==> config.mk <==
export PLATFORM = sky130hd
export DESIGN_NAME = multi_cpu_status_flags
export DESIGN_NICKNAME = d
export VERILOG_FILES = /design/src/status_flags_pkg.sv /design/src/multi_cpu_status_flags.sv
export SDC_FILE = /design/constraint.sdc
export NUM_CORES = 1
export LEC_CHECK = 0
export ABC_AREA = 1
export BUFFER_PORTS_ARGS = -buffer_cell sky130_fd_sc_hd__buf_2
export CAP_MARGIN = 20
export CORE_UTILIZATION = 52
export CTS_BUF_LIST = sky130_fd_sc_hd__clkbuf_4 sky130_fd_sc_hd__clkbuf_8
export DETAILED_ROUTE_END_ITERATION = 10
export PLACE_DENSITY = 0.82
export REMOVE_ABC_BUFFERS = 1
export SLEW_MARGIN = 0
export SYNTH_ARGS = -nofsm -noshare
export SYNTH_HDL_FRONTEND = slang
export SYNTH_SLANG_ARGS = --single-unit
export TNS_END_PERCENT = 100
==> constraint.sdc <==
create_clock -name pclk -period 1.1 [get_ports pclk]
set_input_delay 0.055 -clock pclk [delete_from_list [all_inputs] [get_ports pclk]]
set_output_delay 0.055 -clock pclk [all_outputs]
set_load 0.05 [all_outputs]
==> src/status_flags_pkg.sv <==
// Constants, register map and carrier types for the multi-processor status flag bank
// How it works
// Any blown output fuse sets fuse flag
// Fuse flag stays set after fault clears
// Clock fault flag follows clock word check
// Slot ready flag follows bus readiness
// Slot reset flag follows processor reset
// Slot error flag set on stop error
// Continuation error or normal keeps flag clear
// Clock check evaluated only on user request
// Flags reset clear; writes have no effect
package status_flags_pkg;

  localparam int unsigned NUM_SLOTS = 4;
  localparam int unsigned ADDR_W = 12;

  // Register byte offsets
  localparam logic [ADDR_W-1:0] OFS_STATUS = 12'h000;
  localparam logic [ADDR_W-1:0] OFS_IRQ_STATUS = 12'h004;
  localparam logic [ADDR_W-1:0] OFS_IRQ_MASK = 12'h008;
  localparam logic [ADDR_W-1:0] OFS_CONTROL = 12'h00c;

  // Status word field positions
  localparam int unsigned BIT_FUSE = 0;
  localparam int unsigned BIT_CLOCK = 1;
  localparam int unsigned POS_READY = 4;
  localparam int unsigned POS_RESET = 8;
  localparam int unsigned POS_STOP = 12;
  localparam int unsigned STATUS_W = 16;

  // Control word field positions
  localparam int unsigned BIT_CHECK_REQ = 0;
  localparam int unsigned BIT_FUSE_CLEAR = 1;

  // Reset values
  localparam logic [STATUS_W-1:0] STATUS_RESET = 16'h0000;
  localparam logic [31:0] WORD_ZERO = 32'h0000_0000;

  // Clock data check: month and day ranges on word0, hour and minute on word3
  localparam logic [7:0] MONTH_MIN = 8'h01;
  localparam logic [7:0] MONTH_MAX = 8'h12;
  localparam logic [7:0] DAY_MIN = 8'h01;
  localparam logic [7:0] DAY_MAX = 8'h31;
  localparam logic [7:0] HOUR_MAX = 8'h23;
  localparam logic [7:0] MINUTE_MAX = 8'h59;

  // Condition inputs from each processor slot
  typedef struct packed {
    logic bus_ready;
    logic in_reset;
    logic stop_error;
    logic cont_error;
  } slot_cond_s;

  // Flags reported back for each slot
  typedef struct packed {
    logic bus_ready;
    logic in_reset;
    logic stop_fault;
  } slot_flags_s;

  typedef slot_cond_s [NUM_SLOTS-1:0] slot_cond_t;
  typedef slot_flags_s [NUM_SLOTS-1:0] slot_flags_t;

endpackage

==> src/multi_cpu_status_flags.sv <==
// Status flag bank with APB slave, sticky interrupt status and per-slot processor flags
`timescale 1ns/1ps
`default_nettype none

module multi_cpu_status_flags
(
  // Clock and reset
  input wire logic pclk,
  input wire logic presetn,
  // APB slave
  input wire logic psel,
  input wire logic penable,
  input wire logic pwrite,
  input wire logic [status_flags_pkg::ADDR_W-1:0] paddr,
  input wire logic [31:0] pwdata,
  input wire logic [3:0] pstrb,
  output logic [31:0] prdata,
  output logic pready,
  output logic pslverr,
  // Conditions from outside the clock domain
  input wire logic [status_flags_pkg::NUM_SLOTS-1:0] fuse_blown_in,
  input wire status_flags_pkg::slot_cond_t slot_cond_in,
  // Clock data words from the calendar, same clock domain
  input wire logic [15:0] clock_data_word0,
  input wire logic [15:0] clock_data_word3,
  // Flag outputs
  output logic fuse_blown_latch,
  output logic clock_data_fault,
  output status_flags_pkg::slot_flags_t slot_flags,
  output logic irq
);
  import status_flags_pkg::*;

  localparam int unsigned COND_W = $bits(slot_cond_t);

  logic [NUM_SLOTS-1:0] fuse_meta_q;
  logic [NUM_SLOTS-1:0] fuse_sync_q;
  logic [COND_W-1:0] cond_meta_q;
  slot_cond_t cond_sync_q;
  logic fuse_q;
  logic clock_q;
  logic [NUM_SLOTS-1:0] ready_q;
  logic [NUM_SLOTS-1:0] reset_q;
  logic [NUM_SLOTS-1:0] stop_q;
  logic [STATUS_W-1:0] status_w;
  logic [STATUS_W-1:0] status_prev_q;
  logic [STATUS_W-1:0] irq_stat_q;
  logic [STATUS_W-1:0] irq_mask_q;
  logic [STATUS_W-1:0] rise_w;
  logic check_req_w;
  logic fuse_clear_w;
  logic clock_bad_w;
  logic wr_access;
  logic rd_access;
  logic [31:0] rdata_d;
  logic addr_ok_w;

  ////////////////////////////////////////////////////////////////////////////
  // Two-stage synchronisers for external conditions
  always_ff @(posedge pclk or negedge presetn)
  begin
    if (!presetn)
    begin
      fuse_meta_q <= '0;
      fuse_sync_q <= '0;
      cond_meta_q <= '0;
      cond_sync_q <= '0;
    end
    else
    begin
      fuse_meta_q <= fuse_blown_in;
      fuse_sync_q <= fuse_meta_q;
      cond_meta_q <= slot_cond_in;
      cond_sync_q <= cond_meta_q;
    end
  end

  ////////////////////////////////////////////////////////////////////////////
  // APB decode
  assign wr_access = psel && penable && pwrite;
  assign rd_access = psel && !penable && !pwrite;
  assign check_req_w = wr_access && (paddr == OFS_CONTROL) && pstrb[0] && pwdata[BIT_CHECK_REQ];
  assign fuse_clear_w = wr_access && (paddr == OFS_CONTROL) && pstrb[0]
                        && pwdata[BIT_FUSE_CLEAR];

  // Address check for the error answer
  always_comb
  begin
    if (paddr == OFS_STATUS)
      addr_ok_w = 1'b1;
    else if (paddr == OFS_IRQ_STATUS)
      addr_ok_w = 1'b1;
    else if (paddr == OFS_IRQ_MASK)
      addr_ok_w = 1'b1;
    else if (paddr == OFS_CONTROL)
      addr_ok_w = 1'b1;
    else
      addr_ok_w = 1'b0;
  end

  // Read mux; the status word is read-only, writes to it are dropped
  always_comb
  begin
    rdata_d = WORD_ZERO;
    if (paddr == OFS_STATUS)
      rdata_d[STATUS_W-1:0] = status_w;
    else if (paddr == OFS_IRQ_STATUS)
      rdata_d[STATUS_W-1:0] = irq_stat_q;
    else if (paddr == OFS_IRQ_MASK)
      rdata_d[STATUS_W-1:0] = irq_mask_q;
    else
      rdata_d = WORD_ZERO;
  end

  // Answer one cycle after setup: data and ready registered in the setup cycle
  always_ff @(posedge pclk or negedge presetn)
  begin
    if (!presetn)
    begin
      prdata <= WORD_ZERO;
      pready <= 1'b0;
      pslverr <= 1'b0;
    end
    else
    begin
      pready <= psel && !penable;
      pslverr <= psel && !penable && !addr_ok_w;
      if (rd_access)
        prdata <= rdata_d;
    end
  end

  ////////////////////////////////////////////////////////////////////////////
  // Fuse latch: set by any blown fuse, cleared only by explicit software clear
  always_ff @(posedge pclk or negedge presetn)
  begin
    if (!presetn)
      fuse_q <= 1'b0;
    else if (|fuse_sync_q)
      fuse_q <= 1'b1;
    else if (fuse_clear_w)
      fuse_q <= 1'b0;
  end

  ////////////////////////////////////////////////////////////////////////////
  // Clock data check, sampled only on a user request
  always_comb
  begin
    clock_bad_w = 1'b0;
    if (clock_data_word0[15:8] < MONTH_MIN || clock_data_word0[15:8] > MONTH_MAX)
      clock_bad_w = 1'b1;
    else if (clock_data_word0[7:0] < DAY_MIN || clock_data_word0[7:0] > DAY_MAX)
      clock_bad_w = 1'b1;
    else if (clock_data_word3[15:8] > HOUR_MAX || clock_data_word3[7:0] > MINUTE_MAX)
      clock_bad_w = 1'b1;
    else
      clock_bad_w = 1'b0;
  end

  always_ff @(posedge pclk or negedge presetn)
  begin
    if (!presetn)
      clock_q <= 1'b0;
    else if (check_req_w)
      clock_q <= clock_bad_w;
  end

  ////////////////////////////////////////////////////////////////////////////
  // Per-slot processor flags
  for (genvar i = 0; i < NUM_SLOTS; i++)
  begin : g_slot
    always_ff @(posedge pclk or negedge presetn)
    begin
      if (!presetn)
      begin
        ready_q[i] <= 1'b0;
        reset_q[i] <= 1'b0;
        stop_q[i] <= 1'b0;
      end
      else
      begin
        ready_q[i] <= cond_sync_q[i].bus_ready;
        reset_q[i] <= cond_sync_q[i].in_reset;
        stop_q[i] <= cond_sync_q[i].stop_error;
      end
    end
  end

  ////////////////////////////////////////////////////////////////////////////
  // Status word and rising-edge events
  always_comb
  begin
    status_w = STATUS_RESET;
    status_w[BIT_FUSE] = fuse_q;
    status_w[BIT_CLOCK] = clock_q;
    status_w[POS_READY +: NUM_SLOTS] = ready_q;
    status_w[POS_RESET +: NUM_SLOTS] = reset_q;
    status_w[POS_STOP +: NUM_SLOTS] = stop_q;
  end

  assign rise_w = status_w & ~status_prev_q;

  always_ff @(posedge pclk or negedge presetn)
  begin
    if (!presetn)
      status_prev_q <= STATUS_RESET;
    else
      status_prev_q <= status_w;
  end

  // Sticky event bits, write one to clear, set wins over clear
  always_ff @(posedge pclk or negedge presetn)
  begin
    if (!presetn)
      irq_stat_q <= STATUS_RESET;
    else if (wr_access && paddr == OFS_IRQ_STATUS)
      irq_stat_q <= (irq_stat_q & ~pwdata[STATUS_W-1:0]) | rise_w;
    else
      irq_stat_q <= irq_stat_q | rise_w;
  end

  // Interrupt mask
  always_ff @(posedge pclk or negedge presetn)
  begin
    if (!presetn)
      irq_mask_q <= STATUS_RESET;
    else if (wr_access && paddr == OFS_IRQ_MASK)
      irq_mask_q <= pwdata[STATUS_W-1:0];
  end

  ////////////////////////////////////////////////////////////////////////////
  // Registered flag outputs
  always_ff @(posedge pclk or negedge presetn)
  begin
    if (!presetn)
    begin
      fuse_blown_latch <= 1'b0;
      clock_data_fault <= 1'b0;
      slot_flags <= '0;
      irq <= 1'b0;
    end
    else
    begin
      fuse_blown_latch <= fuse_q;
      clock_data_fault <= clock_q;
      for (int k = 0; k < NUM_SLOTS; k++)
      begin
        slot_flags[k].bus_ready <= ready_q[k];
        slot_flags[k].in_reset <= reset_q[k];
        slot_flags[k].stop_fault <= stop_q[k];
      end
      irq <= |(irq_stat_q & irq_mask_q);
    end
  end

  ////////////////////////////////////////////////////////////////////////////
  // Assertions
  property p_fuse_set;
    @(posedge pclk) disable iff (!presetn)
    (|fuse_sync_q) |=> fuse_q;
  endproperty
  a_fuse_set: assert property (p_fuse_set) else $error("fuse flag not set");

  property p_fuse_hold;
    @(posedge pclk) disable iff (!presetn)
    (fuse_q && !fuse_clear_w) |=> fuse_q;
  endproperty
  a_fuse_hold: assert property (p_fuse_hold) else $error("fuse flag dropped");

  property p_clock_eval;
    @(posedge pclk) disable iff (!presetn)
    check_req_w |=> (clock_q == $past(clock_bad_w));
  endproperty
  a_clock_eval: assert property (p_clock_eval) else $error("clock check wrong");

  property p_clock_stable;
    @(posedge pclk) disable iff (!presetn)
    !check_req_w |=> $stable(clock_q);
  endproperty
  a_clock_stable: assert property (p_clock_stable) else $error("clock flag moved");

  property p_ready;
    @(posedge pclk) disable iff (!presetn)
    1'b1 |=> ready_q == $past({cond_sync_q[3].bus_ready, cond_sync_q[2].bus_ready,
                               cond_sync_q[1].bus_ready, cond_sync_q[0].bus_ready});
  endproperty
  a_ready: assert property (p_ready) else $error("ready flag mismatch");

  property p_reset_out;
    @(posedge pclk) disable iff (!presetn)
    reset_q[1] |=> slot_flags[1].in_reset;
  endproperty
  a_reset_out: assert property (p_reset_out) else $error("reset flag not shown");

  property p_stop;
    @(posedge pclk) disable iff (!presetn)
    cond_sync_q[2].stop_error |=> stop_q[2] ##1 slot_flags[2].stop_fault;
  endproperty
  a_stop: assert property (p_stop) else $error("stop flag not set");

  property p_cont_normal;
    @(posedge pclk) disable iff (!presetn)
    !cond_sync_q[3].stop_error |=> !stop_q[3];
  endproperty
  a_cont_normal: assert property (p_cont_normal) else $error("stop flag on normal");

  property p_irq;
    @(posedge pclk) disable iff (!presetn)
    (|(irq_stat_q & irq_mask_q)) |=> irq;
  endproperty
  a_irq: assert property (p_irq) else $error("irq not raised"); // irq output, not covered by R1 to R9

  property p_flags_reset;
    @(posedge pclk)
    !presetn |=> (!fuse_blown_latch && !clock_data_fault && slot_flags == '0 && !irq);
  endproperty
  a_flags_reset: assert property (p_flags_reset) else $error("flags not clear in reset");

  property p_status_ro;
    @(posedge pclk) disable iff (!presetn)
    (wr_access && paddr == OFS_STATUS) |=> $stable(irq_mask_q) && $stable(clock_q);
  endproperty
  a_status_ro: assert property (p_status_ro) else $error("status write had an effect");

  property p_fuse_out;
    @(posedge pclk) disable iff (!presetn)
    fuse_q |=> fuse_blown_latch;
  endproperty
  a_fuse_out: assert property (p_fuse_out) else $error("fuse flag not shown");

  property p_clock_out;
    @(posedge pclk) disable iff (!presetn)
    1'b1 |=> clock_data_fault == $past(clock_q);
  endproperty
  a_clock_out: assert property (p_clock_out) else $error("clock flag not shown");

  property p_reset_clear;
    @(posedge pclk) disable iff (!presetn)
    !cond_sync_q[0].in_reset |=> !reset_q[0];
  endproperty
  a_reset_clear: assert property (p_reset_clear) else $error("reset flag stuck");

  property p_stop_out;
    @(posedge pclk) disable iff (!presetn)
    stop_q[0] |=> slot_flags[0].stop_fault;
  endproperty
  a_stop_out: assert property (p_stop_out) else $error("stop flag not shown");

endmodule

`default_nettype wire

==> flow_summary.ini, run 1 <==
[synth]
synth_most_common_cell = nand2_1
yosysTopAreaCell = dfrtp_1
synth-edff-count = 0
ys_types = 31
ys.flop_type = dfrtp_1
synthTopCellsByCount = nand2_1, dfrtp_1, nand3_1, inv_1, nor2_1
synth_area_per_cell_um2 = 9.26
ys_seq_area_share_pct = 61.8
synthesis.area_mm2 = 0.00449
syn_inst = 485
synth_top_area_share_pct = 61.8
ys_warn_count = 0
synth-seq-cells = 111
ys_async_sr_fraction_pct = 100
synth_area_leaders = dfrtp_1, nand2_1, nand3_1, inv_1, buf_4

[sta]
fin_skew_ns = 0.0105
finalSetupViolCount = 0
max_freq_ghz = 0.933
hold_viol = 0
fin_crit_sh_pct = 97.4
rsz0062_at_grt = yes
final-max-slew-violation-count = 0
period_minus_slack_ns = 1.07
setup_slack_ns = 0.0282

[floorplanning]
die_w_um = 94.9
io_pins = 154
coreArea_mm2 = 0.00830
dieArea_mm2 = 0.00901
rows = 33
die_h_um = 94.9
start_util_pct = 54.1

[clocking]
cts_htree_levels = 3
clk_pin_slew_ns = 0.10
cts_sinks = 111
cts_inserted_buffers = 9
cts_tree = yes
clkLatencyLatePin_ns = 0.37
clockRootBuffer = clkbuf_8
cts_max_path_buffers = 2

[detailed_routing]
drc_errors = 0
top_layer = met4
met2WireLength_um = 5360
wirelength_met1_um = 4260
vias = 3942
wl_per_cell_um = 13.8
routed_wl_um = 10700
drt_iter0_drc = 349
viasPerCell = 5.10
drt_pass1_iterations = 5
drt.antenna.violating_nets = 0
wl_met3_um = 779

[power]
p_total_w = 0.00723
cellPowerDensity_mw_per_mm2 = 1220
p_leak_nw = 3.24
peakVddDrop_uv = 844

[final_layout]
design_area_mm2 = 0.00595
diodes = 0
post-route-util_pct = 71.7
layout-drive-gt1-share_pct = 28.6
layout.nets = 769
final-seq-area_mm2 = 0.00278
multi_input_area_mm2 = 0.00146
nFillCells = 608
syn_to_final_growth_pct = 32.5

[critical_path]
critical_path_required_ns = 1.37
critPathLaunchType = register
cp_max_fo = 3
crit_arrival_ns = 1.34
path_class = reg2reg
cp-end-kind = register

[job]
max-cap-violations = 0

[place]
post-dp-hpwl_um = 7300
place_area_mm2 = 0.00534
place.port_buffers = 111
routabilityCongestion = 0.826
place_ws_ns = -0.215

[global_routing]
antenna_found_initial = 0
grt_use_total_pct = 25.7
grt_overflow = 0
grt_max_degree = 36
grt_pass1_vias = 3845
grt_pass1_wl_um = 17300

[outcome]
status = completed

[min_path]
hold_class = in2reg
-- per-stage QoR --
step | hold slack (ns) | setup TNS [ns] | std cells
final | 0.0980 | 0 | 773
after global routing | 0.109 | -0.0777 | 773
after CTS | 0.0891 | 0 | 769
after detailed placement | -0.0136 | -5.86 | 719
after global placement | -0.0103 | -2.76 | 719
after floorplan | -0.241 | -44.68 | 470
-- logic make-up after synthesis --
| group | share of synthesized area (%) |
|---|---|
| DFF | 61.8 |
| and+or+nand+nor | 27.1 |
| buffers and inverters | 7.97 |
| other | 0.0835 |
| AOI/OAI and AO/OA | 2.98 |
-- cell type report --
cell class	count	share of cell area, %
sequential	111	46.7
clock inverter	5	0.736
timing repair buffer	183	21.1
tap	105	2.21
inverter	42	2.65
clock buffer	10	2.21
multi-input combinational	317	24.5
-- final timing paths --
path,startpoint,to,slack [ns],cells past startpoint
worst max-delay path,irq_mask_q[10],prdata[10],0.03,5
worst min register to register,cond_meta_q[9],cond_sync_q[9],0.36,0
worst max register to register,irq_mask_q[10],prdata[10],0.03,5
min in group asynchronous,presetn,irq_stat_q[6],0.13,2
worst min-delay path,pwrite,prdata[3],0.1,6
max in group asynchronous,presetn,status_prev_q[15],0.43,3
-- state kept, by name (all words and copies together), names as in the netlist, 12 cells and up --
name and count:
irq_mask_q 16, irq_stat_q 16, prdata 16, status_prev_q 14, cond_meta_q 12, cond_sync_q 12
-- critical path, cell delays in order, from the launching register on --
cell and delay [ns]:
dfrtp_1 0.42, or2_2 0.31, nand3_2 0.07, nand2_1 0.06, nand3_1 0.06, nand2_1 0.05
-- report_power, final --
part	switching (W)	total, W	internal [W]
Clock	0.00134	0.00220	0.000861
Combinational	0.000505	0.000802	0.000297
Sequential	0.0000425	0.00423	0.00419
-- cell usage in the layout (no fill, tap or decap) --
| cell type | synthesis | final |
|---|---|---|
| clkbuf_4 | 0 | 8 |
| clkbuf_8 | 0 | 9 |
| clkinv_4 | 0 | 2 |
| o21ai_1 | 8 | 8 |
| dfrtp_1 | 111 | 111 |
| or2_4 | 0 | 4 |
| inv_8 | 0 | 1 |
| o21ai_0 | 9 | 9 |
| or2_2 | 11 | 7 |
| a21oi_1 | 5 | 5 |
| conb_1 | 1 | 16 |
| inv_1 | 40 | 40 |
| nand2_2 | 1 | 2 |
| nor2_1 | 26 | 26 |
| a221oi_1 | 1 | 1 |
| and3_1 | 1 | 1 |
| nand3_2 | 1 | 5 |
| nor3_4 | 1 | 1 |
| dlygate4sd3_1 | 0 | 34 |
| o22ai_1 | 1 | 1 |
| nand3b_1 | 1 | 1 |
| buf_4 | 19 | 36 |
| clkinvlp_4 | 0 | 2 |
| buf_12 | 0 | 4 |
| clkinv_1 | 1 | 1 |
| nand4_2 | 1 | 1 |
| nor4_1 | 1 | 1 |
| nand2_1 | 163 | 162 |
| nor3_2 | 1 | 2 |
| nand3_1 | 59 | 55 |
| buf_2 | 7 | 102 |
| a22o_1 | 1 | 1 |
| nand4_1 | 4 | 4 |
| nor2_4 | 3 | 4 |
| inv_2 | 1 | 1 |
-- per-layer routing --
metal  up-vias  global-route usage, %
met5         -                      0
met3        30                   5.64
met4         0                   12.4
met1      1884                   32.0
li1       1852                      -
met2       176                   42.6
-- timing repair --
| action | CTS | global route |
|---|---|---|
| pin swaps | 0 | 1 |
| hold endpoints to repair | 159 | 0 |
| setup endpoints to repair | 3 | 15 |
| setup buffers | 1 | 4 |
| hold buffers | 34 | 0 |
| gates resized for setup | 3 | 15 |
No activity file was read; power rests on OpenSTA's default activity.
==> run 2: changes to the inputs <==
- CORE_UTILIZATION: 52 -> 37
- PLACE_DENSITY: 0.82 -> unset
==> flow_summary.ini, run 2 (synthesis gave the netlist of run 1 again) <==
[outcome]
status = finished, violations left
violations = design-rule violations

[critical_path]
max_stage_delay_ns = 0.42
crit_arrival_ns = 1.34
critPathLaunchType = register
reg2reg_slack_ns = 0.01
cp_cell_sequence = a22o_1, nor3_2, nand3_1
path_delay_family = flip-flops
critical_path_required_ns = 1.35
reg2reg_depth = 3
r2r-end = irq
slowest_stage = dfrtp_1
path_class = reg2reg
cp_max_fo = 3
reg2reg_from = irq_stat_q[1]
cp-end-kind = register
cp.buffers_inverters = 0

[global_routing]
grt_pass1_vias = 3686
grt_use_total_pct = 17.8
grt_max_degree = 36
grt_pass1_wl_um = 17600
antenna_found_initial = 0
grt_overflow = 0

[final_layout]
syn_to_final_growth_pct = 35.6
final_common_cell = nand2_1
nFillCells = 1065
fin_cells = 811
layout-drive-gt1-share_pct = 29.0
mostFrequentLayoutCells = nand2_1, dfrtp_1, buf_2
layout.nets = 768
post-route-util_pct = 52.4
reg_top3 = irq_mask_q (16), irq_stat_q (16), prdata (16)
diodes = 0

[floorplanning]
die_h_um = 112
rows = 39
io_pins = 154
dieArea_mm2 = 0.0126
start_util_pct = 38.7
die_w_um = 112
coreArea_mm2 = 0.0116

[clocking]
clkLatencyLatePin_ns = 0.37
cts_max_path_buffers = 2
cts_htree_levels = 3
cts_tree = yes
clockRootBuffer = clkbuf_8
cts_inserted_buffers = 9
clk_pin_slew_ns = 0.11
cts_sinks = 111

[sta]
max_freq_ghz = 0.919
hold_ws_ns = 0.0839
fin_crit_sh_pct = 98.9
rsz0062_at_grt = yes
setup-tns-final_ns = 0
final-max-slew-violation-count = 0
finalSetupViolCount = 0
hold_viol = 0
fin_skew_ns = 0.0127
period_minus_slack_ns = 1.09

[place]
place.port_buffers = 111
routabilityCongestion = 0.808
dp_cells = 758
post-dp-hpwl_um = 7440

[detailed_routing]
drt_iter0_drc = 187
vias = 3679
drc_errors = 5
wl_per_cell_um = 13.0
drt.antenna.violating_nets = 0
routed_wl_um = 10500
drt_pass1_iterations = 8
viasPerCell = 4.54

[power]
p_leak_nw = 3.25
cellPowerDensity_mw_per_mm2 = 1210
peakVddDrop_uv = 785
p_total_w = 0.00737

[min_path]
hold_class = in2reg
min_to = fuse_q
hold_path_depth = 6
hold_start = pstrb[0]

[job]
max-cap-violations = 0
-- run 2: tightest hold or removal path, stage by stage --
cell and delay (ns):
buf_2 0.09, inv_1 0.04, nor2_1 0.05, nand4_1 0.08, nand2_1 0.05, nand2_1 0.05
-- run 2: worst max-delay path by stage --
| stage | to | start | depth (start not counted) | slack, ns |
|---|---|---|---|---|
| floorplan | irq_mask_q[0] | paddr[5] | 6 | -1.17 |
| global placement | prdata[8] | paddr[0] | 9 | -0.17 |
| detailed placement | irq_stat_q[8] | paddr[4] | 10 | -0.18 |
| CTS | prdata[13] | irq_mask_q[13] | 5 | 0.005 |
| global route | irq | irq_mask_q[5] | 4 | -0.08 |
| finish | irq | irq_stat_q[1] | 3 | 0.01 |
-- run 2: stage by stage --
stage / cell area, um2 / setup WS, ns
final: 6090 / 0.0122
after global routing: 6090 / -0.0822
after CTS: 5960 / 0.00482
after detailed placement: 5420 / -0.183
after global placement: 5420 / -0.169
after floorplan: 4350 / -1.17
-- run 2: report_power, final --
part           switching [W]  total (W)  internal [W]
Sequential         0.0000407    0.00423       0.00419
Clock                0.00146    0.00233      0.000872
Combinational       0.000502   0.000812      0.000310
Total                0.00200    0.00737       0.00537
-- run 2: layer usage --
layer / vias up / GRT usage [%] / wire length (um) / share of wire [%]
met1: 1719 / 22.6 / 4560 / 43
met2: 111 / 30.1 / 5170 / 49
met5: - / 0 / 0 / 0
li1: 1840 / - / - / -
met4: 0 / 5.69 / 93 / 0.88
met3: 9 / 4.27 / 710 / 6.7
-- run 2: repair_timing --
action / in CTS / in global routing
hold buffers: 34 / 0
buffers inserted: 0 / 3
gates resized for setup: 3 / 36
pin swaps: 0 / 6
setup endpoints to repair: 3 / 31
hold endpoints to repair: 160 / 0
-- run 2: cell type report --
class                      instances  area (um2)  share of cell area, %
sequential                       111        2780                   45.6
multi-input combinational        317        1480                   24.3
timing repair buffer             182        1310                   21.5
tap                              143         179                   2.94
inverter                          42         158                   2.59
clock buffer                       9         124                   2.03
clock inverter                     7        65.1                   1.07
==> run 3: changes to the inputs <==
- CELL_PAD_IN_SITES_DETAIL_PLACEMENT: unset -> 1
- CELL_PAD_IN_SITES_GLOBAL_PLACEMENT: unset -> 1
- PLACE_DENSITY_LB_ADDON: unset -> 0.1
==> flow_summary.ini, run 3 (synthesis gave the netlist of run 1 again) <==
[place]
place_ws_ns = -0.255
routabilityCongestion = 0.791
place.port_buffers = 111
post-dp-hpwl_um = 8690
dp_cells = 753

[detailed_routing]
vias = 3845
wl_per_cell_um = 15.5
drc_errors = 6
routed_wl_um = 12500
drt_pass1_iterations = 9
drt_iter0_drc = 164
viasPerCell = 4.78
drt.antenna.violating_nets = 0

[final_layout]
reg_top3 = irq_mask_q (16), irq_stat_q (16), prdata (16)
layout-drive-gt1-share_pct = 29.0
fin_cells = 805
diodes = 0
mostFrequentLayoutCells = nand2_1, dfrtp_1, buf_2
syn_to_final_growth_pct = 37.5
layout.nets = 763
post-route-util_pct = 53.2
final_common_cell = nand2_1

[critical_path]
cp_max_fo = 3
cp-end-kind = register
slowest_stage = dfrtp_1
cp_cell_sequence = a22o_1, nor3_2, nand3_1
path_class = reg2reg
critPathLaunchType = register
critical_path_required_ns = 1.37
max_stage_delay_ns = 0.43
crit_arrival_ns = 1.38

[global_routing]
grt_busiest_layer = met2
antenna_found_initial = 0
grt_use_met2_pct = 36.5
gr-usage-met1_pct = 27.2
grt_pass1_wl_um = 20700
grt_overflow = 0
use_met3_pct = 5.02
grt_use_total_pct = 21.5
grt_max_degree = 33
grt_pass1_vias = 4186

[sta]
finalSetupViolCount = 1
max_freq_ghz = 0.903
fin_skew_ns = 0.0129
final-max-slew-violation-count = 0
rsz0062_at_grt = yes
setup_slack_ns = -0.00686
hold_viol = 0
period_minus_slack_ns = 1.11
hold_ws_ns = 0.103
fin_crit_sh_pct = 101

[power]
p_leak_nw = 3.27
peakVddDrop_uv = 1160
p_total_w = 0.00784
cellPowerDensity_mw_per_mm2 = 1270

[clocking]
cts_htree_levels = 3
cts_max_path_buffers = 2
clockRootBuffer = clkbuf_8
cts_inserted_buffers = 9
cts_sinks = 111
cts_tree = yes
clkLatencyLatePin_ns = 0.39
clk_pin_slew_ns = 0.10

[floorplanning]
start_util_pct = 38.7
die_w_um = 112
coreArea_mm2 = 0.0116
dieArea_mm2 = 0.0126
io_pins = 154
die_h_um = 112
rows = 39

[job]
max-cap-violations = 0

[min_path]
hold_class = in2reg

[outcome]
violations = design-rule violations, negative setup slack
status = finished, violations left
==> run 3: cell types whose count changed in the layout (fill, tap and decap cells not counted), sizes merged <==
cell      before  now
clkbuf        28   21
buf          129  131
bufinv         0    2
clkinvlp       2    0
clkinv         3    2
==> run 3: path summary, 6_finish.rpt <==
kind / startpoint / to / slack, ns / cells after the start
worst min register to register: cond_meta_q[10] / cond_sync_q[10] / 0.36 / 0
min in group asynchronous: presetn / pslverr / 0.11 / 2
max in group asynchronous: presetn / fuse_q / 0.51 / 3
worst max register to register: irq_stat_q[1] / irq / -0.007 / 3
worst max-delay path: irq_stat_q[1] / irq / -0.007 / 3
worst min-delay path: clock_data_word3[13] / clock_q / 0.10 / 7
==> run 3: where the power goes <==
part	total, W	internal [W]	switching, W
clock	0.00277	0.00131	0.00145
sequential	0.00423	0.00419	0.0000425
combinational	0.000837	0.000316	0.000521
total	0.00784	0.00582	0.00202
==> run 3: final cells by class <==
type                       instances  area (um2)
clock buffer                       9         124
multi-input combinational        317        1510
tap                              143         179
fill                            1369        5440
timing repair buffer             177        1330
clock inverter                     6         100
sequential                       111        2780
inverter                          42         158
==> run 3: layer usage <==
metal,vias to the layer above,share of wire (%)
met5,-,0
met4,0,1.5
met3,15,4.6
met2,93,49
met1,1900,45
li1,1837,-
==> run 3: what timing repair did <==
| item | in CTS | in global routing |
|---|---|---|
| hold buffers | 34 | 0 |
| endpoints found under the hold margin | 160 | 0 |
| pin swaps | 0 | 6 |
| setup endpoints to repair | 19 | 28 |
| buffers inserted | 0 | 3 |
| gates resized for setup | 21 | 37 |
==> run 3: critical path: cells and delay by family, from the launching register on <==
family,cells,cell delay [ns]
flops,1,0.43
compound gates,1,0.25
simple gates,2,0.31
==> run 3: stage by stage <==
| stage | setup TNS (ns) | cell area (um2) |
|---|---|---|
| final | -0.00686 | 6180 |
| after global routing | -0.0689 | 6180 |
| after CTS | 0 | 6030 |
| after detailed placement | -7.88 | 5410 |
| after global placement | -4.97 | 5410 |
| after floorplan | -44.68 | 4350 |
